===== src/touch_detect_regs.svh =====
// Constants for the touch detection output and drift block
`ifndef TOUCH_DETECT_REGS_SVH
`define TOUCH_DETECT_REGS_SVH

`define TD_CNT_W 14
`define TD_THRESH 14'h000A
`define TD_HYST 14'h0002
`define TD_CONSENSUS 3'h4
`define TD_CLK_MHZ 40
`define TD_LIVE_NS 15000
`define TD_LIVE_CYC ((`TD_LIVE_NS * `TD_CLK_MHZ + 999) / 1000)
`define TD_FAST_GAP_US 1200
`define TD_FAST_GAP_CYC (`TD_FAST_GAP_US * `TD_CLK_MHZ)
`define TD_SLEEP_GAP_MS 80
`define TD_SLEEP_GAP_CYC (`TD_SLEEP_GAP_MS * 1000 * `TD_CLK_MHZ)
`define TD_MAX_ON_BURSTS 727
`define TD_DRIFT_DOWN_BURSTS 5'h02
`define TD_DRIFT_UP_BURSTS 5'h10
`define TD_TIMER_W 22
`define TD_ON_W 12
`define TD_DITHER_PCT_X10 75
`define TD_DITHER_STEP_X10 5
`define TD_DITHER_MAX (`TD_DITHER_PCT_X10 / `TD_DITHER_STEP_X10)
`define TD_LFSR_SEED 8'hA5

`endif


===== src/touch_detect_pkg.sv =====
// Types shared by the touch detection block and its dither generator
`include "touch_detect_regs.svh"
package touch_detect_pkg;
    typedef enum logic [1:0] {PACE_GAP, PACE_LIVE, PACE_BURST} pace_e;

    typedef struct packed {
        pace_e st;
        logic [`TD_TIMER_W-1:0] timer;
        logic [`TD_CNT_W-1:0] ref_lvl;
        logic [2:0] di;
        logic out;
        logic cal;
        logic [`TD_ON_W-1:0] on_cnt;
        logic [4:0] drift_cnt;
    } detect_s;

    typedef struct packed {
        logic [7:0] lfsr;
        logic signed [4:0] trim;
    } dither_s;
endpackage : touch_detect_pkg


===== src/spread_dither.sv =====
// Pseudo-random oscillator trim for spread-spectrum bursts
`timescale 1ns/1ps
`include "touch_detect_regs.svh"
module spread_dither (
    // Clock and reset
    input wire logic clk,
    input wire logic reset,
    // Control and trim
    input wire logic active,
    output logic signed [4:0] osc_trim
);
    touch_detect_pkg::dither_s q, d;

    always_comb
    begin
        d = q;
        if (active)
        begin
            d.lfsr = {q.lfsr[6:0], q.lfsr[7] ^ q.lfsr[5] ^ q.lfsr[4] ^ q.lfsr[3]};
            // Fold 0..31 into -15..15 steps of 0.5 percent
            if (q.lfsr[4:0] > 5'(2 * `TD_DITHER_MAX))
                d.trim = 5'sh00;
            else
                d.trim = 5'(q.lfsr[4:0] - 5'(`TD_DITHER_MAX));
        end
        else
        begin
            d.trim = 5'sh00;
        end
    end

    always_ff @(posedge clk)
    begin
        if (reset)
        begin
            q.lfsr <= `TD_LFSR_SEED;
            q.trim <= 5'sh00;
        end
        else
        begin
            q <= d;
        end
    end

    assign osc_trim = q.trim;
endmodule : spread_dither


===== src/touch_detect_output_drift.sv =====
// Burst pacing, drift-tracked reference, detection filter and output pin
`timescale 1ns/1ps
`include "touch_detect_regs.svh"
// Functional notes
// No recalibration input; full recalibration only at reset and on timeout.
// Host may force recalibration by cycling the device supply.
// Without detection, reference creeps toward raw signal, one count per step.
// Threshold and hysteresis levels are offsets from the live reference.
// Reference frozen while a detection is in effect.
// Reference follows falling signals faster than rising ones.
// Oscillator trim spreads burst frequency by up to 7.5 percent.
// Output high on confirmed detection, low otherwise.
// Output stays high until detection ends or max on-duration expires.
// Max on-duration expiry recalibrates and holds output low until new detection.
// Output released to high impedance 15 us before every burst.
// Host may pull up and count liveness pulses while idle.
// Host may switch its load to see pulses in both states.
// Host ignores the output for about 100 ms after power-up. The host model waits only SETTLE_CYC = 16 clocks.
// Candidate when signal exceeds reference by 10; release with hysteresis 2.
// Outside sync mode, four consecutive hits assert output; a miss clears.
// Max on-duration counts bursts, not time.
// Sleep-paced mode idles 80 ms between bursts, fast while resolving.
// Burst count compared against reference plus threshold in one cycle.
// Timeouts are burst-count parameters near nominal sleep-paced times.
module touch_detect_output_drift #(
    parameter int FAST_GAP_CYC = `TD_FAST_GAP_CYC,
    parameter int SLEEP_GAP_CYC = `TD_SLEEP_GAP_CYC,
    parameter int MAX_ON_BURSTS = `TD_MAX_ON_BURSTS
) (
    // Clock and reset
    input wire logic clk,
    input wire logic reset,
    // Pacing mode
    input wire logic sleep_paced_mode,
    input wire logic sync_mode,
    input wire logic sync_trigger,
    // Measurement front end
    output logic burst_start,
    input wire logic burst_done,
    input wire logic [`TD_CNT_W-1:0] burst_count,
    output logic signed [4:0] osc_trim,
    // Detection output pin
    output logic detect_out,
    output logic detect_oe,
    // Status
    output logic calibrating
);
    touch_detect_pkg::detect_s q, d;
    logic hit;
    logic signed [4:0] trim_w;

    // Level test shared by threshold and hysteresis decisions
    function automatic logic above(input logic [`TD_CNT_W-1:0] cnt, input logic [`TD_CNT_W-1:0] lvl,
                                   input logic [`TD_CNT_W-1:0] margin);
        above = {1'b0, cnt} > ({1'b0, lvl} + {1'b0, margin});
    endfunction : above

    // While detecting, release needs the signal to fall two counts below the threshold
    assign hit = q.out ? above(burst_count, q.ref_lvl, `TD_THRESH - `TD_HYST)
                       : above(burst_count, q.ref_lvl, `TD_THRESH);

    always_comb
    begin
        d = q;
        burst_start = 1'b0;
        unique case (q.st)
            touch_detect_pkg::PACE_GAP:
            begin
                if (sync_mode ? sync_trigger : (q.timer == '0))
                begin
                    d.st = touch_detect_pkg::PACE_LIVE;
                    d.timer = `TD_TIMER_W'(`TD_LIVE_CYC - 1);
                end
                else if (q.timer != '0)
                begin
                    d.timer = q.timer - 1'b1;
                end
            end
            touch_detect_pkg::PACE_LIVE:
            begin
                if (q.timer == '0)
                begin
                    d.st = touch_detect_pkg::PACE_BURST;
                    burst_start = 1'b1;
                end
                else
                begin
                    d.timer = q.timer - 1'b1;
                end
            end
            touch_detect_pkg::PACE_BURST:
            begin
                if (burst_done)
                begin
                    d.st = touch_detect_pkg::PACE_GAP;
                    if (q.cal)
                    begin
                        // First burst after reset or timeout becomes the new reference
                        d.ref_lvl = burst_count;
                        d.cal = 1'b0;
                        d.di = 3'h0;
                        d.drift_cnt = 5'h00;
                    end
                    else if (q.out)
                    begin
                        if (!hit)
                        begin
                            d.out = 1'b0;
                            d.on_cnt = '0;
                        end
                        else if (q.on_cnt == `TD_ON_W'(MAX_ON_BURSTS - 1))
                        begin
                            d.out = 1'b0;
                            d.cal = 1'b1;
                            d.on_cnt = '0;
                        end
                        else
                        begin
                            d.on_cnt = q.on_cnt + 1'b1;
                        end
                    end
                    else if (hit)
                    begin
                        d.drift_cnt = 5'h00;
                        if (sync_mode || q.di == `TD_CONSENSUS - 3'h1)
                        begin
                            d.out = 1'b1;
                            d.di = 3'h0;
                        end
                        else
                        begin
                            d.di = q.di + 3'h1;
                        end
                    end
                    else
                    begin
                        d.di = 3'h0;
                        if (burst_count == q.ref_lvl)
                        begin
                            d.drift_cnt = 5'h00;
                        end
                        else if (q.drift_cnt >= ((burst_count < q.ref_lvl) ? `TD_DRIFT_DOWN_BURSTS
                                                                             : `TD_DRIFT_UP_BURSTS) - 5'h01)
                        begin
                            // One count per step keeps a slow approach from being absorbed
                            d.ref_lvl = (burst_count < q.ref_lvl) ? q.ref_lvl - 1'b1 : q.ref_lvl + 1'b1;
                            d.drift_cnt = 5'h00;
                        end
                        else
                        begin
                            d.drift_cnt = q.drift_cnt + 5'h01;
                        end
                    end
                    // Fast pacing while the consensus filter is resolving
                    if (sleep_paced_mode && d.di == 3'h0)
                        d.timer = `TD_TIMER_W'(SLEEP_GAP_CYC - 1);
                    else
                        d.timer = `TD_TIMER_W'(FAST_GAP_CYC - 1);
                end
            end
            default:
            begin
                d.st = touch_detect_pkg::PACE_GAP;
            end
        endcase
    end

    always_ff @(posedge clk)
    begin
        if (reset)
        begin
            q.st <= touch_detect_pkg::PACE_GAP;
            q.timer <= '0;
            q.ref_lvl <= '0;
            q.di <= 3'h0;
            q.out <= 1'b0;
            q.cal <= 1'b1;
            q.on_cnt <= '0;
            q.drift_cnt <= 5'h00;
        end
        else
        begin
            q <= d;
        end
    end

    spread_dither u_dither (
        .clk(clk),
        .reset(reset),
        .active(q.st == touch_detect_pkg::PACE_BURST),
        .osc_trim(trim_w)
    );

    assign osc_trim = trim_w;
    assign detect_out = q.out;
    assign detect_oe = (q.st != touch_detect_pkg::PACE_LIVE);
    assign calibrating = q.cal;

    // Checking helpers
    logic [9:0] live_len_q;
    always_ff @(posedge clk)
    begin
        if (reset || detect_oe)
            live_len_q <= 10'h000;
        else
            live_len_q <= live_len_q + 10'h001;
    end
endmodule : touch_detect_output_drift


===== config.mk =====
export PLATFORM = sky130hd
export DESIGN_NAME = touch_detect_output_drift
export DESIGN_NICKNAME = d
export VERILOG_FILES = /design/src/touch_detect_pkg.sv /design/src/spread_dither.sv /design/src/touch_detect_output_drift.sv
export VERILOG_INCLUDE_DIRS = /design/src
export SDC_FILE = /design/constraint.sdc
export NUM_CORES = 1
export LEC_CHECK = 0
export BUFFER_PORTS_ARGS = -buffer_cell sky130_fd_sc_hd__clkbuf_2
export CORE_ASPECT_RATIO = 0.6
export CORE_MARGIN = 1.5
export CORE_UTILIZATION = 50
export CTS_CLUSTER_DIAMETER = 100
export DETAILED_ROUTE_END_ITERATION = 16
export HOLD_SLACK_MARGIN = 0.15
export PLACE_DENSITY = 0.67
export SYNTH_ARGS = -nofsm -noshare
export SYNTH_HDL_FRONTEND = slang
export SYNTH_HIERARCHICAL = 1
export SYNTH_SLANG_ARGS = --single-unit

===== constraint.sdc =====
create_clock -name clk -period 8.2 [get_ports clk]
set_input_delay 0.82 -clock clk [delete_from_list [all_inputs] [get_ports clk]]
set_output_delay 0.82 -clock clk [all_outputs]
set_load 0.05 [all_outputs]

Yosys cells after proc, flatten, opt, wreduce, memory -nomap -nowiden
Cells that the tools add are included.
W data, S select, Z words.
Operators by class
  $add $sub $neg: 10
  order comparisons: 5
  eq/ne operators: 16
  muxes and demuxes: 41
  bitwise operators: 5
  reductions and logical operators: 15
Operators by type and width (count)
  $mux W22: 4
  $mux W17: 4
  $pmux W22 S3: 1
  $mux W60: 1
  $mux W14: 4
  $mux W12: 3
  $add A14 B4 Y15 const B: 2
  $gt A14 B15 Y1: 2
  $mux W5: 6
  $logic_not A22 Y1: 1
  $reduce_bool A22 Y1: 1
  $sub A22 B1 Y22 const B: 1
  $ne A4 B4 Y1 const B: 4
  $add A14 B1 Y14 const B: 1
  $eq A14 B14 Y1: 1
  $lt A14 B14 Y1: 1
  $sub A14 B1 Y14 const B: 1
  $mux W13: 1
  $add A12 B1 Y12 const B: 1
  $eq A12 B10 Y1 const B: 1
  $mux W1: 11
  $ne A2 B2 Y1 const B: 5
  $reduce_and A3 Y1: 3
  $reduce_and A4 Y1: 2
  other kinds (24): 30
Storage, ports and cells
  register bits after elaboration: 73
  input port bits: 20
  output and inout port bits: 9
  word-level logic and storage cells: 102

Longest topological paths before layout
  depth after elaboration: 16
  depth in mapped cells: 17
  depth with buffers taken out: 15

Modules after synthesis
The synthesis kept the hierarchy.
By module, submodules not included
  touch_detect_output_drift: instances 1, cells an instance 653, area each 5173.7 um2, sequential area each 1201.2 um2
  spread_dither: instances 1, cells an instance 56, area each 579.3 um2, sequential area each 260.2 um2

Worst setup path after synthesis
OpenSTA, ideal clock, no wires.
  kind: input-to-reg
  from: in burst_count[9]
  to: reg q[3] (netlist name)
  library setup time: 0.091 ns
  arrival time: 4.412 ns
  data required time: 8.109 ns
  slack: 3.697 ns
  stages on the path: 13
  cell sequence: ha_1 -> and4_1 -> a2111oi_0 -> a21oi_1 -> nor2_1 -> ha_1 -> a21o_1 -> a21o_1 -> a211o_1 -> nand4bb_1 -> nor3_1 -> a41oi_1 -> a311oi_1
RTL lines
  start: declaration: line touch_detect_output_drift.sv:40  | input wire logic [`TD_CNT_W-1:0] burst_count,

==> summary.md <==
| Metric | Value |
|---|---|
| DP Wirelength | 11.5 mm |
| First-pass GRT wire length | 25.0 mm |
| Num CTS Buffers | 9 |
| Worst path required time | ~8400 ps |
| Mapped Nets | 798 |
| GRT Total Usage | 25.6% |
| Post-CTS sizing | 0 |
| Post-CTS setup buffers | 0 |
| TritonCTS clock tree | built |
| WL per Instance | 17.8 µm |
| Post-synth top cells | dfxtp_1, ha_1, a21oi_1 |
| Crit path arrival time | 4960 ps |
| Max IR drop VDD | about 0.14 mV |
| Post-Synthesis Cells | between 700 and 800 |
| CTS H-Tree Depth | 3 |
| Sink Count | 73 |
| Crit end category | flip-flop |
| Status | complete, no violations |
| Sequential element share of the synthesized area | around 25% |
| Routability cong. | 1.03 |
| Final hold viol count | 0 |
| Antenna diodes | 0 |
| Vias in the first global route | 4921 |
| Bufs on Longest Clock Path | 2 |
| Initial core utilization | 51.1% |
| Crit path top cell by count | nand3_1 |
| Post-synth top area share | 25.4% |
| Largest stage delay, worst path | 1070 ps |
| DR pass1 iterations | 5 |
| Final Cell Area | around 6300 µm² |
| Slew headroom | approximately 15% |
| Crit Path Category | flip-flop to flip-flop |
| Row count | 30 |
| Async SR Flop Fraction | 0% |
| Die width | 141 µm |
| Vias per cell | ~6.3 |
| Pwr Density | roughly 270 nW/µm² |
| IO Count | 29 |
| HP Class | flip-flop to flip-flop |
| Post-CTS Hold Buffers | 0 |
| I/O Buffers | 28 |
| Most frequent cell after synthesis | dfxtp_1 |
| Final setup viols | 0 |
| Initial antenna violation count | 0 |
| Layout cell share with drive strength beyond 1 | 10.4% |
| CP Max Fanout | 22 |
| DRT iter0 DRCs | 687 |
| Synth-to-layout area growth | 9.13% |
| Count of cell types in the netlist | approximately 70 |
| Worst-path cell chain | ha_1, nand3_1, nor2_1, nand3_1, xnor2_1, ha_1, nand3_1, o21ai_0, o21ai_1, a211oi_2, o21ai_0, a311oi_1 |
| Final Max Tran Viols | 0 |
| Worst Hold Path Cells | 2 |
| Drt total wl | ~15 mm |
| Placed Area | around 6000 µm² |
| Largest net degree at the start of global routing | 59 |
| Hold slack | 459 ps |
| CP Launch Type | flip-flop |
| Unrepaired setup endpoints after global routing | no |
| Drc violations | 0 |
| Fill cell count | 1014 |
| Syn_area_per_cell | 8.11 µm² |
| Setup TNS | 0 ps |
| Final ANT Viol Nets | 0 |
| Multi-input gate area | 4010 µm² |
| Maxcap violations | 0 |
| #FFs+latches synth | 73 |
| Design Power | around 0.0017 W |
| Clock slew at reported path FFs | ~60 ps |
| Nets | 813 |
| Syn Std Cell Area | 5750 µm² |
| Vias | between 5000 and 6000 |
| Yosys top cell by area | dfxtp_1 |
| Lkg Pwr | 2.40 nW |
| Clock Skews | approximately 2.7 ps |
| Die Height | 86.1 µm |
| Clock latency on the worst-skew pair | 340 ps |
| Slowest-stage cell, CP | a211oi_2 |
| Tmin final | 4720 ps |
| Area contributors post-synth | dfxtp_1, ha_1, a21oi_1 |
| FMAX | 0.212 GHz |
| Worst-Margin Slew | around 1300 ps |
| Root Driver | clkbuf_16 |
| Top FF cell, synth | dfxtp_1 |
| GRT overflow | 0 |
| EDFF count, synth | 0 |
| Register area | 1460 µm² |
| Final Cycle Share | a little under three fifths |
| FF-to-FF path depth | 12 |
| Die area | 12200 µm² |
| Core Box Area | 11300 µm² |
| Ys Warns | 6 |
cell families (layout without fill, tap and decap cells):
| family | Yosys count | count (layout) | synth area share, % |
|---|---|---|---|
| buffers and inverters | 63 | 82 | 5.05 |
| AOI/OAI and AO/OA | 221 | 221 | 25.5 |
| adders and majority gates | 69 | 69 | 15.1 |
| muxes | 7 | 7 | 1.44 |
| xor gates and xnor gates | 39 | 39 | 6.07 |
| DFF | 73 | 73 | 25.4 |
| and+or+nand+nor | 237 | 237 | 21.4 |
through the flow:
step / cells / util (%) / setup slack [ps]
finish: 872 / 55.8 / 3480
CTS: 872 / 55.8 / 3600
global placement: 857 / 52.9 / 3650
detailed placement: 857 / 52.9 / 3490
floorplan: 709 / - / 3700
global route: 872 / 55.8 / 3070
path summary, 6_finish.rpt:
path                                            to  slack, ps               start
worst max-delay path            q[14]$_SDFFE_PP0P_       3480  q[25]$_SDFFE_PP0P_
worst min-delay path            q[45]$_SDFFE_PP0P_        460  q[45]$_SDFFE_PP0P_
worst max register to register  q[14]$_SDFFE_PP0P_       3480  q[25]$_SDFFE_PP0P_
worst min register to register  q[45]$_SDFFE_PP0P_        460  q[45]$_SDFFE_PP0P_
worst max-delay path: cells and delay by family (launching register included):
family                   cells  cell delay, ps
AO/OA/AOI/OAI                5            2500
adder cells (fa/ha/maj)      2             590
AND/OR/NAND/NOR              4             820
XOR/XNOR                     1             160
flip-flops                   1             550
cell usage in the layout (no fill, tap or decap), types with 4 or more instances in the layout:
cell       Yosys  final
a211o_1        6      6
a211oi_1      22     22
a21o_1         8      8
a21oi_1       65     65
a22oi_1       13     13
a311oi_1      13     13
a31o_2         5      5
a31oi_1        4      4
and3_1         9      9
buf_4          8      5
clkbuf_16      0      9
clkbuf_2       0     28
dfxtp_1       73     73
ha_1          68     68
inv_1         34     34
mux2i_1        6      6
nand2_1       49     49
nand2b_1       9      9
nand3_1       29     29
nand3b_1       6      6
nand4_1        8      8
nor2_1        60     60
nor2b_1        8      8
nor3_1        19     19
nor3b_1        5      5
nor4_1         9      9
o21a_1         6      6
o21ai_0       41     41
o21ai_1        6      6
or2_2          4      4
or3_1          5      5
xnor2_1       32     32
xor2_1         6      6
power by group:
| part | leakage (nW) | total (W) | switching, W | internal (W) |
|---|---|---|---|---|
| Combinational | 1.65 | 0.000751 | 0.000443 | 0.000308 |
| Sequential | 0.591 | 0.000495 | 0.0000772 | 0.000418 |
| Clock | 0.151 | 0.000423 | 0.000151 | 0.000272 |
state kept, by name, summed over array words and instances (netlist names):
| register | cells |
|---|---|
| u_dither/osc_trim | 5 |
| u_dither/q | 8 |
| q | 58 |
| calibrating | 1 |
| detect_out | 1 |
per-layer routing:
metal	vias up	share of wire, %	global-route usage (%)
li1	2669	-	-
met1	2621	50	39.2
met2	205	40	36.4
met3	19	8.3	6.53
met4	0	0.81	3.37
met5	-	0	0
layout make-up:
class	count	share of cell area [%]
flip-flops and latches	73	23.3
clock buffers	10	3.81
multi-input cells	573	63.9
clock inverters	5	1.28
well taps	144	2.87
repair buffers	33	2.83
inverters	34	2.03
(Power assumes the default switching activity.)
